### config.mk
export PLATFORM = sky130hd
export DESIGN_NAME = host_bridge_config_header
export DESIGN_NICKNAME = d
export VERILOG_FILES = /design/src/rtl/host_bridge_pkg.sv /design/src/rtl/host_bridge_config_header.sv
export SDC_FILE = /design/constraint.sdc
export NUM_CORES = 1
export LEC_CHECK = 0
export ABC_AREA = 0
export BUFFER_PORTS_ARGS = -buffer_cell sky130_fd_sc_hd__buf_2
export CELL_PAD_IN_SITES_DETAIL_PLACEMENT = 0
export CELL_PAD_IN_SITES_GLOBAL_PLACEMENT = 1
export CORE_ASPECT_RATIO = 0.8
export CORE_MARGIN = 8
export CORE_UTILIZATION = 26
export CTS_CLUSTER_DIAMETER = 150
export CTS_CLUSTER_SIZE = 20
export DETAILED_ROUTE_END_ITERATION = 10
export MAX_ROUTING_LAYER = met4
export PLACE_DENSITY = 0.91
export SKIP_CTS_REPAIR_TIMING = 1
export SLEW_MARGIN = 20
export SYNTH_ARGS = -nofsm -noshare
export SYNTH_HDL_FRONTEND = slang
export SYNTH_SLANG_ARGS = --single-unit
### constraint.sdc
create_clock -name clk_sys_in -period 2.95 [get_ports clk_sys_in]
set_clock_uncertainty 0.2 [all_clocks]
set_input_delay 0.59 -clock clk_sys_in [delete_from_list [all_inputs] [get_ports clk_sys_in]]
set_output_delay 0.59 -clock clk_sys_in [all_outputs]
set_load 0.02 [all_outputs]
### src/rtl/host_bridge_pkg.sv
// Offsets, field positions and fixed values for the host bridge configuration header
package host_bridge_pkg;
   localparam logic [7:0] OFF_REVISION     = 8'h08;
   localparam logic [7:0] OFF_SUB_CLASS    = 8'h0a;
   localparam logic [7:0] OFF_BASE_CLASS   = 8'h0b;
   localparam logic [7:0] OFF_LATENCY      = 8'h0d;
   localparam logic [7:0] OFF_HEADER_TYPE  = 8'h0e;
   localparam logic [7:0] OFF_APERTURE     = 8'h10;
   localparam logic [7:0] OFF_GRAPHICS_MISC = 8'h51;
   localparam logic [7:0] SUB_CLASS_HOST   = 8'h00;
   localparam logic [7:0] BASE_CLASS_BRIDGE = 8'h06;
   localparam logic [7:0] LATENCY_VALUE    = 8'h00;
   localparam logic [7:0] HEADER_VALUE     = 8'h00;
   localparam logic [3:0] UPPER_RESET      = 4'h0;
   localparam logic [5:0] MASKABLE_RESET   = 6'h00;
   localparam logic [17:0] LOW_ZERO        = 18'h00000;
   localparam logic       PREFETCH_VALUE   = 1'b1;
   localparam logic [1:0] ADDR_TYPE_VALUE  = 2'h0;
   localparam logic       MEM_SPACE_VALUE  = 1'b0;
   localparam int         APERTURE_ACCESS_ENABLE_BIT         = 1;
   localparam logic [7:0] REVISION_DEFAULT = 8'h5a;
endpackage : host_bridge_pkg

### src/rtl/host_bridge_config_header.sv
// Host bridge configuration header registers with aperture base decode
//
// What this block does
// - Offset 08h returns read-only 8-bit revision number; writes ignored.
// - Offset 0Ah returns read-only sub-class code 00h, a host bridge.
// - Offset 0Bh returns read-only base class code 06h, a bridge.
// - Latency timer at 0Dh unimplemented, reads 00h.
// - Header type at 0Eh has no storage, always reads 0.
// - Aperture base bits 31:28 are writable and give address bits 31:28.
// - Aperture bits 27:22 writable unless size mask forces them to zero.
// - Aperture bits 21:4 always read zero; minimum aperture is 4 MB.
// - Aperture bit 3 always reads 1, prefetchable.
// - Aperture bits 2:1 read 00, anywhere in 32-bit space.
// - Processor memory accesses inside the aperture are flagged for translation.
// - Aperture reads return all bytes; writes may merge.
// - Aperture accesses are blocked until misc config bit 1 is set.
// - Aperture enable resets to 0; software sets it after configuration.
`timescale 1ns/1ns
`default_nettype none
module host_bridge_config_header #(
   parameter logic [7:0] REVISION_VALUE = host_bridge_pkg::REVISION_DEFAULT // Arbitrary value
) (
   input  wire logic        clk_sys_in,
   input  wire logic        rst_b_in,
   input  wire logic        cfg_write_in,
   input  wire logic        cfg_read_in,
   input  wire logic [7:0]  cfg_offset_in,
   input  wire logic [3:0]  cfg_byte_en_in,
   input  wire logic [31:0] cfg_wdata_in,
   output logic      [31:0] cfg_rdata_out,
   input  wire logic [5:0]  aperture_size_mask_in,
   input  wire logic        mem_req_in,
   input  wire logic [31:0] mem_addr_in,
   input  wire logic [3:0]  mem_byte_en_in,
   output logic             aperture_hit_out,
   output logic             aperture_translate_out,
   output logic             aperture_blocked_out,
   output logic      [3:0]  aperture_byte_en_out,
   output logic             aperture_access_enable_out
);
   logic [3:0] upper_base_bits;
   logic [5:0] maskable_base_bits;
   logic       aperture_access_enable;
   logic [7:0] graphics_misc_config;

   // Dword-aligned decode; the offset selects the dword and byte lanes pick within it
   function automatic logic hits(input logic [7:0] off, input logic [7:0] reg_off);
      hits = (off[7:2] == reg_off[7:2]);
   endfunction : hits

   wire logic        wr_aperture  = cfg_write_in && hits(cfg_offset_in,
                                    host_bridge_pkg::OFF_APERTURE);
   wire logic        wr_misc      = cfg_write_in && hits(cfg_offset_in,
                                    host_bridge_pkg::OFF_GRAPHICS_MISC);
   wire logic [1:0]  misc_lane    = host_bridge_pkg::OFF_GRAPHICS_MISC[1:0];
   wire logic        misc_lane_en = cfg_byte_en_in[misc_lane];
   wire logic [7:0]  misc_wbyte   = cfg_wdata_in[8*misc_lane +: 8];
   // Masked bits can never hold a one, so a later size change cannot expose stale bits
   wire logic [5:0]  mid_visible  = maskable_base_bits & ~aperture_size_mask_in;
   wire logic [31:0] aperture_word = {upper_base_bits, mid_visible,
                                      host_bridge_pkg::LOW_ZERO,
                                      host_bridge_pkg::PREFETCH_VALUE,
                                      host_bridge_pkg::ADDR_TYPE_VALUE,
                                      host_bridge_pkg::MEM_SPACE_VALUE};
   wire logic [31:0] id_dword     = {host_bridge_pkg::BASE_CLASS_BRIDGE,
                                     host_bridge_pkg::SUB_CLASS_HOST,
                                     8'h00,
                                     REVISION_VALUE};
   wire logic [31:0] hdr_dword    = {8'h00,
                                     host_bridge_pkg::HEADER_VALUE,
                                     host_bridge_pkg::LATENCY_VALUE,
                                     8'h00};
   wire logic [31:0] misc_dword   = {16'h0000, graphics_misc_config, 8'h00};
   wire logic        sel_id_dword   = hits(cfg_offset_in, host_bridge_pkg::OFF_REVISION);
   wire logic        sel_hdr_dword  = hits(cfg_offset_in, host_bridge_pkg::OFF_LATENCY);
   wire logic        sel_aperture   = hits(cfg_offset_in, host_bridge_pkg::OFF_APERTURE);
   wire logic        sel_misc_dword = hits(cfg_offset_in, host_bridge_pkg::OFF_GRAPHICS_MISC);
   wire logic        sel_unmapped   = !(sel_id_dword || sel_hdr_dword || sel_aperture
                                        || sel_misc_dword);
   wire logic [31:0] next_rdata     =
      sel_id_dword   ? id_dword :
      sel_hdr_dword  ? hdr_dword :
      sel_aperture   ? aperture_word :
      sel_misc_dword ? misc_dword : 32'h00000000;

   assign graphics_misc_config = {6'h00, aperture_access_enable, 1'b0};

   // Lane-qualified update of the programmable base bits
   wire logic       wr_upper_lane = wr_aperture && cfg_byte_en_in[3];
   wire logic       wr_mid_lane   = wr_aperture && cfg_byte_en_in[2];
   wire logic [3:0] next_upper_bits = wr_upper_lane ? cfg_wdata_in[31:28] : upper_base_bits;
   wire logic [3:0] mid_hi_new = wr_upper_lane ? cfg_wdata_in[27:24] : maskable_base_bits[5:2];
   wire logic [1:0] mid_lo_new = wr_mid_lane ? cfg_wdata_in[23:22] : maskable_base_bits[1:0];
   // Cleared every cycle while masked, so narrowing the size later exposes no stale ones
   wire logic [5:0] next_maskable_bits = {mid_hi_new, mid_lo_new} & ~aperture_size_mask_in;

   // Only the programmable base bits and the aperture enable have storage; every other field is a constant
   always_ff @(posedge clk_sys_in or negedge rst_b_in) begin
      if (!rst_b_in) begin
         upper_base_bits    <= host_bridge_pkg::UPPER_RESET;
         maskable_base_bits <= host_bridge_pkg::MASKABLE_RESET;
      end else begin
         upper_base_bits    <= next_upper_bits;
         maskable_base_bits <= next_maskable_bits;
      end
   end

   always_ff @(posedge clk_sys_in or negedge rst_b_in) begin
      if (!rst_b_in) begin
         aperture_access_enable <= 1'b0;
      end else if (wr_misc && misc_lane_en) begin
         aperture_access_enable <= misc_wbyte[host_bridge_pkg::APERTURE_ACCESS_ENABLE_BIT];
      end
   end

   always_ff @(posedge clk_sys_in or negedge rst_b_in) begin
      if (!rst_b_in) begin
         cfg_rdata_out <= 32'h00000000;
      end else if (cfg_read_in) begin
         cfg_rdata_out <= next_rdata;
      end
   end

   // Aperture window compare; base granularity follows the visible base bits
   wire logic [9:0] base_hi   = {upper_base_bits, mid_visible};
   wire logic [9:0] addr_hi   = {mem_addr_in[31:28], mem_addr_in[27:22]};
   wire logic [9:0] cmp_mask  = {4'hf, ~aperture_size_mask_in};
   wire logic       in_window = ((addr_hi & cmp_mask) == (base_hi & cmp_mask));

   assign aperture_hit_out           = mem_req_in && in_window;
   assign aperture_translate_out     = aperture_hit_out && aperture_access_enable;
   assign aperture_blocked_out       = aperture_hit_out && !aperture_access_enable;
   // Prefetchable range, once enabled: full dword returned whatever lanes were asked for
   assign aperture_byte_en_out       = aperture_translate_out ? 4'hf : mem_byte_en_in;
   assign aperture_access_enable_out = aperture_access_enable;

   a_aperture_fixed_bits: assert property (@(posedge clk_sys_in) disable iff (!rst_b_in)
      cfg_read_in && hits(cfg_offset_in, host_bridge_pkg::OFF_APERTURE)
      |=> cfg_rdata_out[21:0] == 22'h000008)
      else $error("Aperture fixed bits wrong");
   a_mask_reads_zero: assert property (@(posedge clk_sys_in) disable iff (!rst_b_in)
      cfg_read_in && sel_aperture
      |=> (cfg_rdata_out[27:22] & $past(aperture_size_mask_in)) == 6'h00)
      else $error("Masked aperture bit visible");
   a_upper_bits_write: assert property (@(posedge clk_sys_in) disable iff (!rst_b_in)
      wr_aperture && cfg_byte_en_in[3] |=> upper_base_bits == $past(cfg_wdata_in[31:28]))
      else $error("Upper base bits not written");
   a_class_codes: assert property (@(posedge clk_sys_in) disable iff (!rst_b_in)
      cfg_read_in && hits(cfg_offset_in, host_bridge_pkg::OFF_REVISION)
      |=> cfg_rdata_out[31:16] == 16'h0600)
      else $error("Class codes wrong");
   a_revision_value: assert property (@(posedge clk_sys_in) disable iff (!rst_b_in)
      cfg_read_in && hits(cfg_offset_in, host_bridge_pkg::OFF_REVISION)
      |=> cfg_rdata_out[7:0] == REVISION_VALUE)
      else $error("Revision value wrong");
   a_header_latency: assert property (@(posedge clk_sys_in) disable iff (!rst_b_in)
      cfg_read_in && hits(cfg_offset_in, host_bridge_pkg::OFF_LATENCY)
      |=> cfg_rdata_out == 32'h00000000)
      else $error("Header or latency not zero");
   a_blocked_no_xlate: assert property (@(posedge clk_sys_in) disable iff (!rst_b_in)
      aperture_hit_out && !aperture_access_enable_out
      |-> aperture_blocked_out && !aperture_translate_out)
      else $error("Aperture access not blocked");
   a_full_lanes: assert property (@(posedge clk_sys_in) disable iff (!rst_b_in)
      aperture_translate_out |-> aperture_byte_en_out == 4'hf)
      else $error("Aperture lanes not full");
   a_enable_write: assert property (@(posedge clk_sys_in) disable iff (!rst_b_in)
      wr_misc && misc_lane_en |=> aperture_access_enable_out == $past(misc_wbyte[1]))
      else $error("Aperture enable not updated");
   a_ro_write_ignored: assert property (@(posedge clk_sys_in) disable iff (!rst_b_in)
      cfg_write_in && !wr_aperture |=> $stable(upper_base_bits))
      else $error("Read-only write changed state");
   a_translate_hit: assert property (@(posedge clk_sys_in) disable iff (!rst_b_in)
      aperture_translate_out |-> mem_req_in && mem_addr_in[31:28] == upper_base_bits)
      else $error("Translation outside window");

   // Identification and header words, unmapped reads and read data hold
   a_base_class_code: assert property (@(posedge clk_sys_in) disable iff (!rst_b_in)
      cfg_read_in && sel_id_dword
      |=> cfg_rdata_out[31:24] == host_bridge_pkg::BASE_CLASS_BRIDGE)
      else $error("Base class code wrong");
   a_sub_class_code: assert property (@(posedge clk_sys_in) disable iff (!rst_b_in)
      cfg_read_in && sel_id_dword
      |=> cfg_rdata_out[23:16] == host_bridge_pkg::SUB_CLASS_HOST)
      else $error("Sub-class code wrong");
   a_header_type_zero: assert property (@(posedge clk_sys_in) disable iff (!rst_b_in)
      cfg_read_in && sel_hdr_dword
      |=> cfg_rdata_out[23:16] == host_bridge_pkg::HEADER_VALUE)
      else $error("Header type not zero");
   a_latency_zero: assert property (@(posedge clk_sys_in) disable iff (!rst_b_in)
      cfg_read_in && sel_hdr_dword
      |=> cfg_rdata_out[15:8] == host_bridge_pkg::LATENCY_VALUE)
      else $error("Latency timer not zero");
   a_unmapped_zero: assert property (@(posedge clk_sys_in) disable iff (!rst_b_in)
      cfg_read_in && sel_unmapped
      |=> cfg_rdata_out == 32'h00000000)
      else $error("Unmapped read not zero");
   a_rdata_hold: assert property (@(posedge clk_sys_in) disable iff (!rst_b_in)
      !cfg_read_in |=> $stable(cfg_rdata_out))
      else $error("Read data changed without a read");

   // Fixed and programmable fields of the aperture base word
   a_prefetch_bit: assert property (@(posedge clk_sys_in) disable iff (!rst_b_in)
      cfg_read_in && sel_aperture
      |=> cfg_rdata_out[3] == host_bridge_pkg::PREFETCH_VALUE)
      else $error("Prefetchable flag wrong");
   a_addr_type_bits: assert property (@(posedge clk_sys_in) disable iff (!rst_b_in)
      cfg_read_in && sel_aperture
      |=> cfg_rdata_out[2:1] == host_bridge_pkg::ADDR_TYPE_VALUE)
      else $error("Address type bits wrong");
   a_mem_space_bit: assert property (@(posedge clk_sys_in) disable iff (!rst_b_in)
      cfg_read_in && sel_aperture
      |=> cfg_rdata_out[0] == host_bridge_pkg::MEM_SPACE_VALUE)
      else $error("Memory space flag wrong");
   a_low_bits_zero: assert property (@(posedge clk_sys_in) disable iff (!rst_b_in)
      cfg_read_in && sel_aperture
      |=> cfg_rdata_out[21:4] == host_bridge_pkg::LOW_ZERO)
      else $error("Low base bits not zero");
   a_ap_read_upper: assert property (@(posedge clk_sys_in) disable iff (!rst_b_in)
      cfg_read_in && sel_aperture
      |=> cfg_rdata_out[31:28] == $past(upper_base_bits))
      else $error("Upper base bits read wrong");
   a_ap_read_mid: assert property (@(posedge clk_sys_in) disable iff (!rst_b_in)
      cfg_read_in && sel_aperture
      |=> cfg_rdata_out[27:22] == $past(mid_visible))
      else $error("Middle base bits read wrong");

   // Programmable base storage
   a_masked_not_stored: assert property (@(posedge clk_sys_in) disable iff (!rst_b_in)
      1'b1 |=> (maskable_base_bits & $past(aperture_size_mask_in)) == 6'h00)
      else $error("Masked base bit stored");
   a_mid_lo_write: assert property (@(posedge clk_sys_in) disable iff (!rst_b_in)
      wr_aperture && cfg_byte_en_in[2]
      |=> maskable_base_bits[1:0] == ($past(cfg_wdata_in[23:22]) & ~$past(aperture_size_mask_in[1:0])))
      else $error("Low middle bits not written");
   a_mid_hi_write: assert property (@(posedge clk_sys_in) disable iff (!rst_b_in)
      wr_aperture && cfg_byte_en_in[3]
      |=> maskable_base_bits[5:2] == ($past(cfg_wdata_in[27:24]) & ~$past(aperture_size_mask_in[5:2])))
      else $error("High middle bits not written");
   a_mid_hold: assert property (@(posedge clk_sys_in) disable iff (!rst_b_in)
      !wr_aperture
      |=> maskable_base_bits == ($past(maskable_base_bits) & ~$past(aperture_size_mask_in)))
      else $error("Middle bits changed without a write");
   a_upper_hold: assert property (@(posedge clk_sys_in) disable iff (!rst_b_in)
      !wr_aperture |=> $stable(upper_base_bits))
      else $error("Upper bits changed without a write");
   a_upper_lane_only: assert property (@(posedge clk_sys_in) disable iff (!rst_b_in)
      wr_aperture && !cfg_byte_en_in[3] |=> $stable(upper_base_bits))
      else $error("Upper bits written without their lane");

   // Aperture enable register
   a_enable_hold: assert property (@(posedge clk_sys_in) disable iff (!rst_b_in)
      !(wr_misc && misc_lane_en) |=> $stable(aperture_access_enable_out))
      else $error("Aperture enable changed without a write");
   a_enable_reset: assert property (@(posedge clk_sys_in) disable iff (!rst_b_in)
      $rose(rst_b_in) |-> !aperture_access_enable_out)
      else $error("Aperture enable not clear after reset");
   a_misc_read: assert property (@(posedge clk_sys_in) disable iff (!rst_b_in)
      cfg_read_in && sel_misc_dword
      |=> cfg_rdata_out[15:8] == {6'h00, $past(aperture_access_enable), 1'b0})
      else $error("Misc config read wrong");
   a_misc_reserved: assert property (@(posedge clk_sys_in) disable iff (!rst_b_in)
      cfg_read_in && sel_misc_dword
      |=> cfg_rdata_out[31:16] == 16'h0000 && cfg_rdata_out[7:0] == 8'h00)
      else $error("Misc reserved bytes not zero");

   // Processor side decode, plus read data hold across config writes
   a_hit_needs_req: assert property (@(posedge clk_sys_in) disable iff (!rst_b_in)
      !mem_req_in |-> !aperture_hit_out)
      else $error("Hit without a request");
   a_hit_in_window: assert property (@(posedge clk_sys_in) disable iff (!rst_b_in)
      mem_req_in && in_window |-> aperture_hit_out)
      else $error("Window access not flagged");
   a_window_miss: assert property (@(posedge clk_sys_in) disable iff (!rst_b_in)
      mem_req_in && !in_window |-> !aperture_hit_out)
      else $error("Hit outside window");
   a_enable_translates: assert property (@(posedge clk_sys_in) disable iff (!rst_b_in)
      aperture_hit_out && aperture_access_enable_out
      |-> aperture_translate_out && !aperture_blocked_out)
      else $error("Enabled hit not translated");
   a_blocked_needs_hit: assert property (@(posedge clk_sys_in) disable iff (!rst_b_in)
      aperture_blocked_out |-> aperture_hit_out)
      else $error("Blocked without a hit");
   a_xlate_needs_en: assert property (@(posedge clk_sys_in) disable iff (!rst_b_in)
      aperture_translate_out |-> aperture_access_enable_out)
      else $error("Translation while disabled");
   a_block_xor_xlate: assert property (@(posedge clk_sys_in) disable iff (!rst_b_in)
      !(aperture_translate_out && aperture_blocked_out))
      else $error("Blocked and translated together");
   a_lanes_pass: assert property (@(posedge clk_sys_in) disable iff (!rst_b_in)
      !aperture_translate_out |-> aperture_byte_en_out == mem_byte_en_in)
      else $error("Byte lanes altered outside aperture");
   a_blocked_lanes: assert property (@(posedge clk_sys_in) disable iff (!rst_b_in)
      aperture_blocked_out |-> aperture_byte_en_out == mem_byte_en_in)
      else $error("Blocked access lanes altered");
   a_write_rdata_hold: assert property (@(posedge clk_sys_in) disable iff (!rst_b_in)
      cfg_write_in && !cfg_read_in |=> $stable(cfg_rdata_out))
      else $error("Write changed read data");

   c_enable_set: cover property (@(posedge clk_sys_in) disable iff (!rst_b_in)
      wr_misc && misc_lane_en && misc_wbyte[1]);
   c_translate: cover property (@(posedge clk_sys_in) disable iff (!rst_b_in)
      aperture_translate_out);
   c_blocked: cover property (@(posedge clk_sys_in) disable iff (!rst_b_in)
      aperture_blocked_out);
   c_masked_write: cover property (@(posedge clk_sys_in) disable iff (!rst_b_in)
      wr_aperture && (aperture_size_mask_in != 6'h00));
   c_unmapped_read: cover property (@(posedge clk_sys_in) disable iff (!rst_b_in)
      cfg_read_in && sel_unmapped);
endmodule : host_bridge_config_header
`default_nettype wire

# Word level (Yosys, flattened, before mapping)
# Index checks and enable logic that the tools add are counted.
# classes
eq_ne	5
n_mux	7
bitwise	5
reduce_logical	9
# ops
cell	count
2-to-1 mux 32 bit	3
bitwise AND 10 bit	2
bitwise AND 6 bit	2
== test 6 x 2 -> 1 bit (second input constant)	2
== test 10 bit	1
2-to-1 mux 10 bit	1
logical AND 1 bit	8
2-to-1 mux 4 bit	2
== test 6 x 3 -> 1 bit (second input constant)	1
== test 6 x 5 -> 1 bit (second input constant)	1
inverter 6 bit	1
2-to-1 mux 2 bit	1
zero test 1 bit	1
# word_totals
ff_bits	43
input_bits	91
output_inout_bits	40
word_cells	30

# Longest topological paths before layout
# logic_depth
word_depth	7
ltp_mapped	6
mapped_depth_nobuf	4

# Worst setup path before layout
# OpenSTA, ideal clock, no wires.
# synth_timing
path_kind	in2out
start	input mem_addr_in[30]
end	output aperture_blocked_out
t_arrival_ns	1.874
t_required_ns	2.160
path_slack_ns	0.286
cell_stages	4
n_path_buf	0
path_cell_list	xor2_1 a2111oi_0 nand4_1 nor3_1
# synth_via
elab_chain_len	4
# synth_lines
item	line	source
from (decl)	host_bridge_config_header.sv:33	input wire logic [31:0] mem_addr_in,
bitwise AND 10 bit	host_bridge_config_header.sv:128	wire logic in_window = ((addr_hi & cmp_mask) == (base_hi & cmp_mask));
== test 10 bit	host_bridge_config_header.sv:128	
logical AND 1 bit	host_bridge_config_header.sv:130	assign aperture_hit_out = mem_req_in && in_window;
logical AND 1 bit	host_bridge_config_header.sv:132	assign aperture_blocked_out = aperture_hit_out && !aperture_access_enable;
to (decl)	host_bridge_config_header.sv:37	output logic aperture_blocked_out,
# No other way between the ends.

# Worst setup path after layout
# layout_timing
start	register upper_base_bits[2]
end	output aperture_blocked_out
# layout_via
elab_chain_len	4
# layout_lines
item	line	source
from (decl)	host_bridge_config_header.sv:41	logic [3:0] upper_base_bits;
from (signal assigned)	host_bridge_config_header.sv:100	upper_base_bits <= host_bridge_pkg::UPPER_RESET;
from (signal assigned)	host_bridge_config_header.sv:103	upper_base_bits <= next_upper_bits;
bitwise AND 10 bit	host_bridge_config_header.sv:128	
== test 10 bit	host_bridge_config_header.sv:128	
logical AND 1 bit	host_bridge_config_header.sv:130	
logical AND 1 bit	host_bridge_config_header.sv:132	
# No other way between the ends.

==> metrics.yaml <==
max_stage_delay_ns: 0.41
number_of_port_buffers: 67
cp.required_ns: 2.16
synth-compound-area-share_pct: 9.41
pre_cts_slack_ns: 0.105
ys_seq_area_share_pct: 43.9
synthesis.yosys.warnings: 0
xor_xnor_share_of_the_synthesized_area_pct: 4.48
final-max-slew-violation-count: 0
power.ir.vdd_worst_mv: 0.154
drt-vias-per-instance: 4.29
avgSynthCellArea_um2: 9.64
postRouteAntennaNets: 0
syn_to_final_growth_pct: 27.8
seq_power_share_pct: 52.9
hpwl_um: 3240
grt_first_pass_wirelength_um: 6200
cp_num_buf_inv: 1
synth_top_area_share_pct: 43.9
cpMaxStageDelayCell: "dfrtp_1"
relSlewSlack_pct: 62.7
numCtsBuffers: 3
power-per-cell-area_nw_per_um2: 373
rsz0062_at_grt: "no"
total_routing_resource_utilization_after_global_routing_pct: 10.2
synth.area.mux_share_pct: 9.32
cts.sink_count: 24
worstPathMaxFanout: 7
gr-total-overflow: 0
clk_latency_ns: 0.26
run_status: "complete, no violations"
power.net_switching_mw: 0.179
regToRegEndpoint: "aperture_access_enable_out$_DFFE_PN0P_"
grt_max_degree: 26
cell_internal_pwr_mw: 0.474
drc: 0
yosysUniqueCellTypes: 30
timing.rr.start: "aperture_access_enable_out$_DFFE_PN0P_"
netSwitchingFraction_pct: 27.5
critical_path.top_delay_family: "simple AND/OR/NAND/NOR gates"
netlist_area_um2: 1370
timing.final.crit_share_pct: 93.8
finalWeightedCongestion: 0.763
drt-initial-drc-count: 19
total_nets_final: 301
post_synth_and_or_nand_nor_area_fraction_pct: 17.6
path_cells: "xor2_1 > a2111oi_0 > nand4_1 > nor3_1 > buf_2"
synth-edff-count: 0
synth_adder_area_share_pct: 0
floorplan.die_area_um2: 7860
tritoncts: "done"
ys_ff_latch: 24
synthTopCellsByCount: "dfrtp_1, buf_4, nor2_1"
least_margin_pin_slew_ns: 0.559
worst-endpoint-arrival_ns: 1.98
hold_path_class: "input pin to async pin"
comb_power_share_pct: 18.1
cts_root_buffer: "clkbuf_8"
initial_antenna_violation_count: 0
start_to_end_type_of_the_worst_setup_path: "register to output pin"
drt_pre_antenna_iters: 4
cts_buffer_depth: 2
first_global_vias: 1250
die_h_um: 80.9
async_flop_share_pct: 100
setup_viol_count_final: 0
placeableCoreArea_um2: 5040
fin_ws_ns: 0.183
rr_worst_depth: 1
main_combinational_cell_family_by_area_after_synthesis: "simple AND/OR/NAND/NOR gates"
antenna_cells_inserted: 0
clock_power_share_pct: 29.0
finalHoldViolations: 0
post_synth_inst_count: 142
finalSetupTns_ns: 0
avgRoutedWirePerCell_um: 14.5
synth_area_leader_cell: "dfrtp_1"
synth.most_common_cell: "dfrtp_1"
power.leakage_nw: 0.886
setup.reg_to_reg.worst_slack_ns: 1.95
synthTopCellsByArea: "dfrtp_1, buf_4, mux2_2"
max_cap_viol_count: 0
fmax_mhz: 361
finalWirelength_um: 3920
floorplan.die.width_um: 97.1
min_period_ns: 2.77
clkSlewWorstSetupHoldPaths_ns: 0.08
setup.worst_path.end_class: "output pin"
core.rowCount: 23
drive_above_1_share_pct: 39.4
ys.flop_type: "dfrtp_1"
dr_total_vias: 1157
num_io_pins: 131
initial_standard_cell_utilization_of_the_core_pct: 27.2
startpoint_type: "register"
cts_max_level: 1
layout by cell type, fill, tap and decap left out, drive strengths merged, types with 5 or more instances in the layout:
cell type  netlist  final
nor2            15     15
xor2             5      5
conb             1     17
o21ai            9      9
mux2             6      6
mux2i            6      6
buf             21     71
inv             11     11
nand3            5      5
dfrtp           24     24
metal layers:
metal / wire, um / GRT usage [%] / vias to the layer above
li1: - / - / 583
met1: 1790 / 12.0 / 529
met2: 1870 / 16.6 / 43
met3: 247 / 4.07 / 2
met4: 13 / 1.38 / 0
met5: 0 / - / -
power groups by stage:
stage / Clock (mW) / Combinational (mW) / Sequential (mW)
after floorplan: 0 / 0.0764 / 0.356
after global routing: 0.216 / 0.132 / 0.347
after detailed placement: 0 / 0.120 / 0.352
after global placement: 0 / 0.118 / 0.352
after CTS: 0.204 / 0.120 / 0.346
final: 0.189 / 0.118 / 0.345
through the flow:
step	power [mW]	util [%]	cell area (um^2)	cells	hold WS [ns]
after floorplan	0.433	-	1430	158	0.0944
after global placement	0.469	33.9	1710	267	0.295
after global routing	0.695	34.7	1750	270	0.145
after detailed placement	0.472	33.9	1710	267	0.313
after CTS	0.670	34.7	1750	270	0.126
final	0.653	34.7	1750	270	0.108
registers in the layout, summed over array words and instances (netlist names):
signal and flops:
cfg_rdata_out 13, aperture_access_enable_out 1, maskable_base_bits 6, upper_base_bits 4
area by class of cell:
type,count,area [um^2]
fillers,550,3290
multi-input cells,99,623
flip-flops and latches,24,601
repair buffers,71,365
well taps,62,77.6
clock buffers,3,41.3
inverters,11,41.3
logic make-up (layout without fill, tap and decap cells):
group,count (synthesis),after routing
other,1,17
flip-flops,24,24
AO/OA/AOI/OAI,21,21
multiplexers,12,12
AND/OR/NAND/NOR,42,42
buffers and inverters,35,85
XOR/XNOR,7,7
worst max path at each step:
stage                                              start                   end  depth (start not counted)  slack [ns]
final                     upper_base_bits[2]$_DFFE_PN0P_  aperture_blocked_out                          5        0.18
after CTS                 upper_base_bits[2]$_DFFE_PN0P_  aperture_blocked_out                          5        0.10
after global routing      upper_base_bits[2]$_DFFE_PN0P_  aperture_blocked_out                          5       0.002
after global placement                   mem_addr_in[30]  aperture_blocked_out                          6        0.12
after floorplan                          mem_addr_in[30]  aperture_blocked_out                          4        0.29
after detailed placement                 mem_addr_in[30]  aperture_blocked_out                          6        0.11
(Power assumes the default switching activity.)
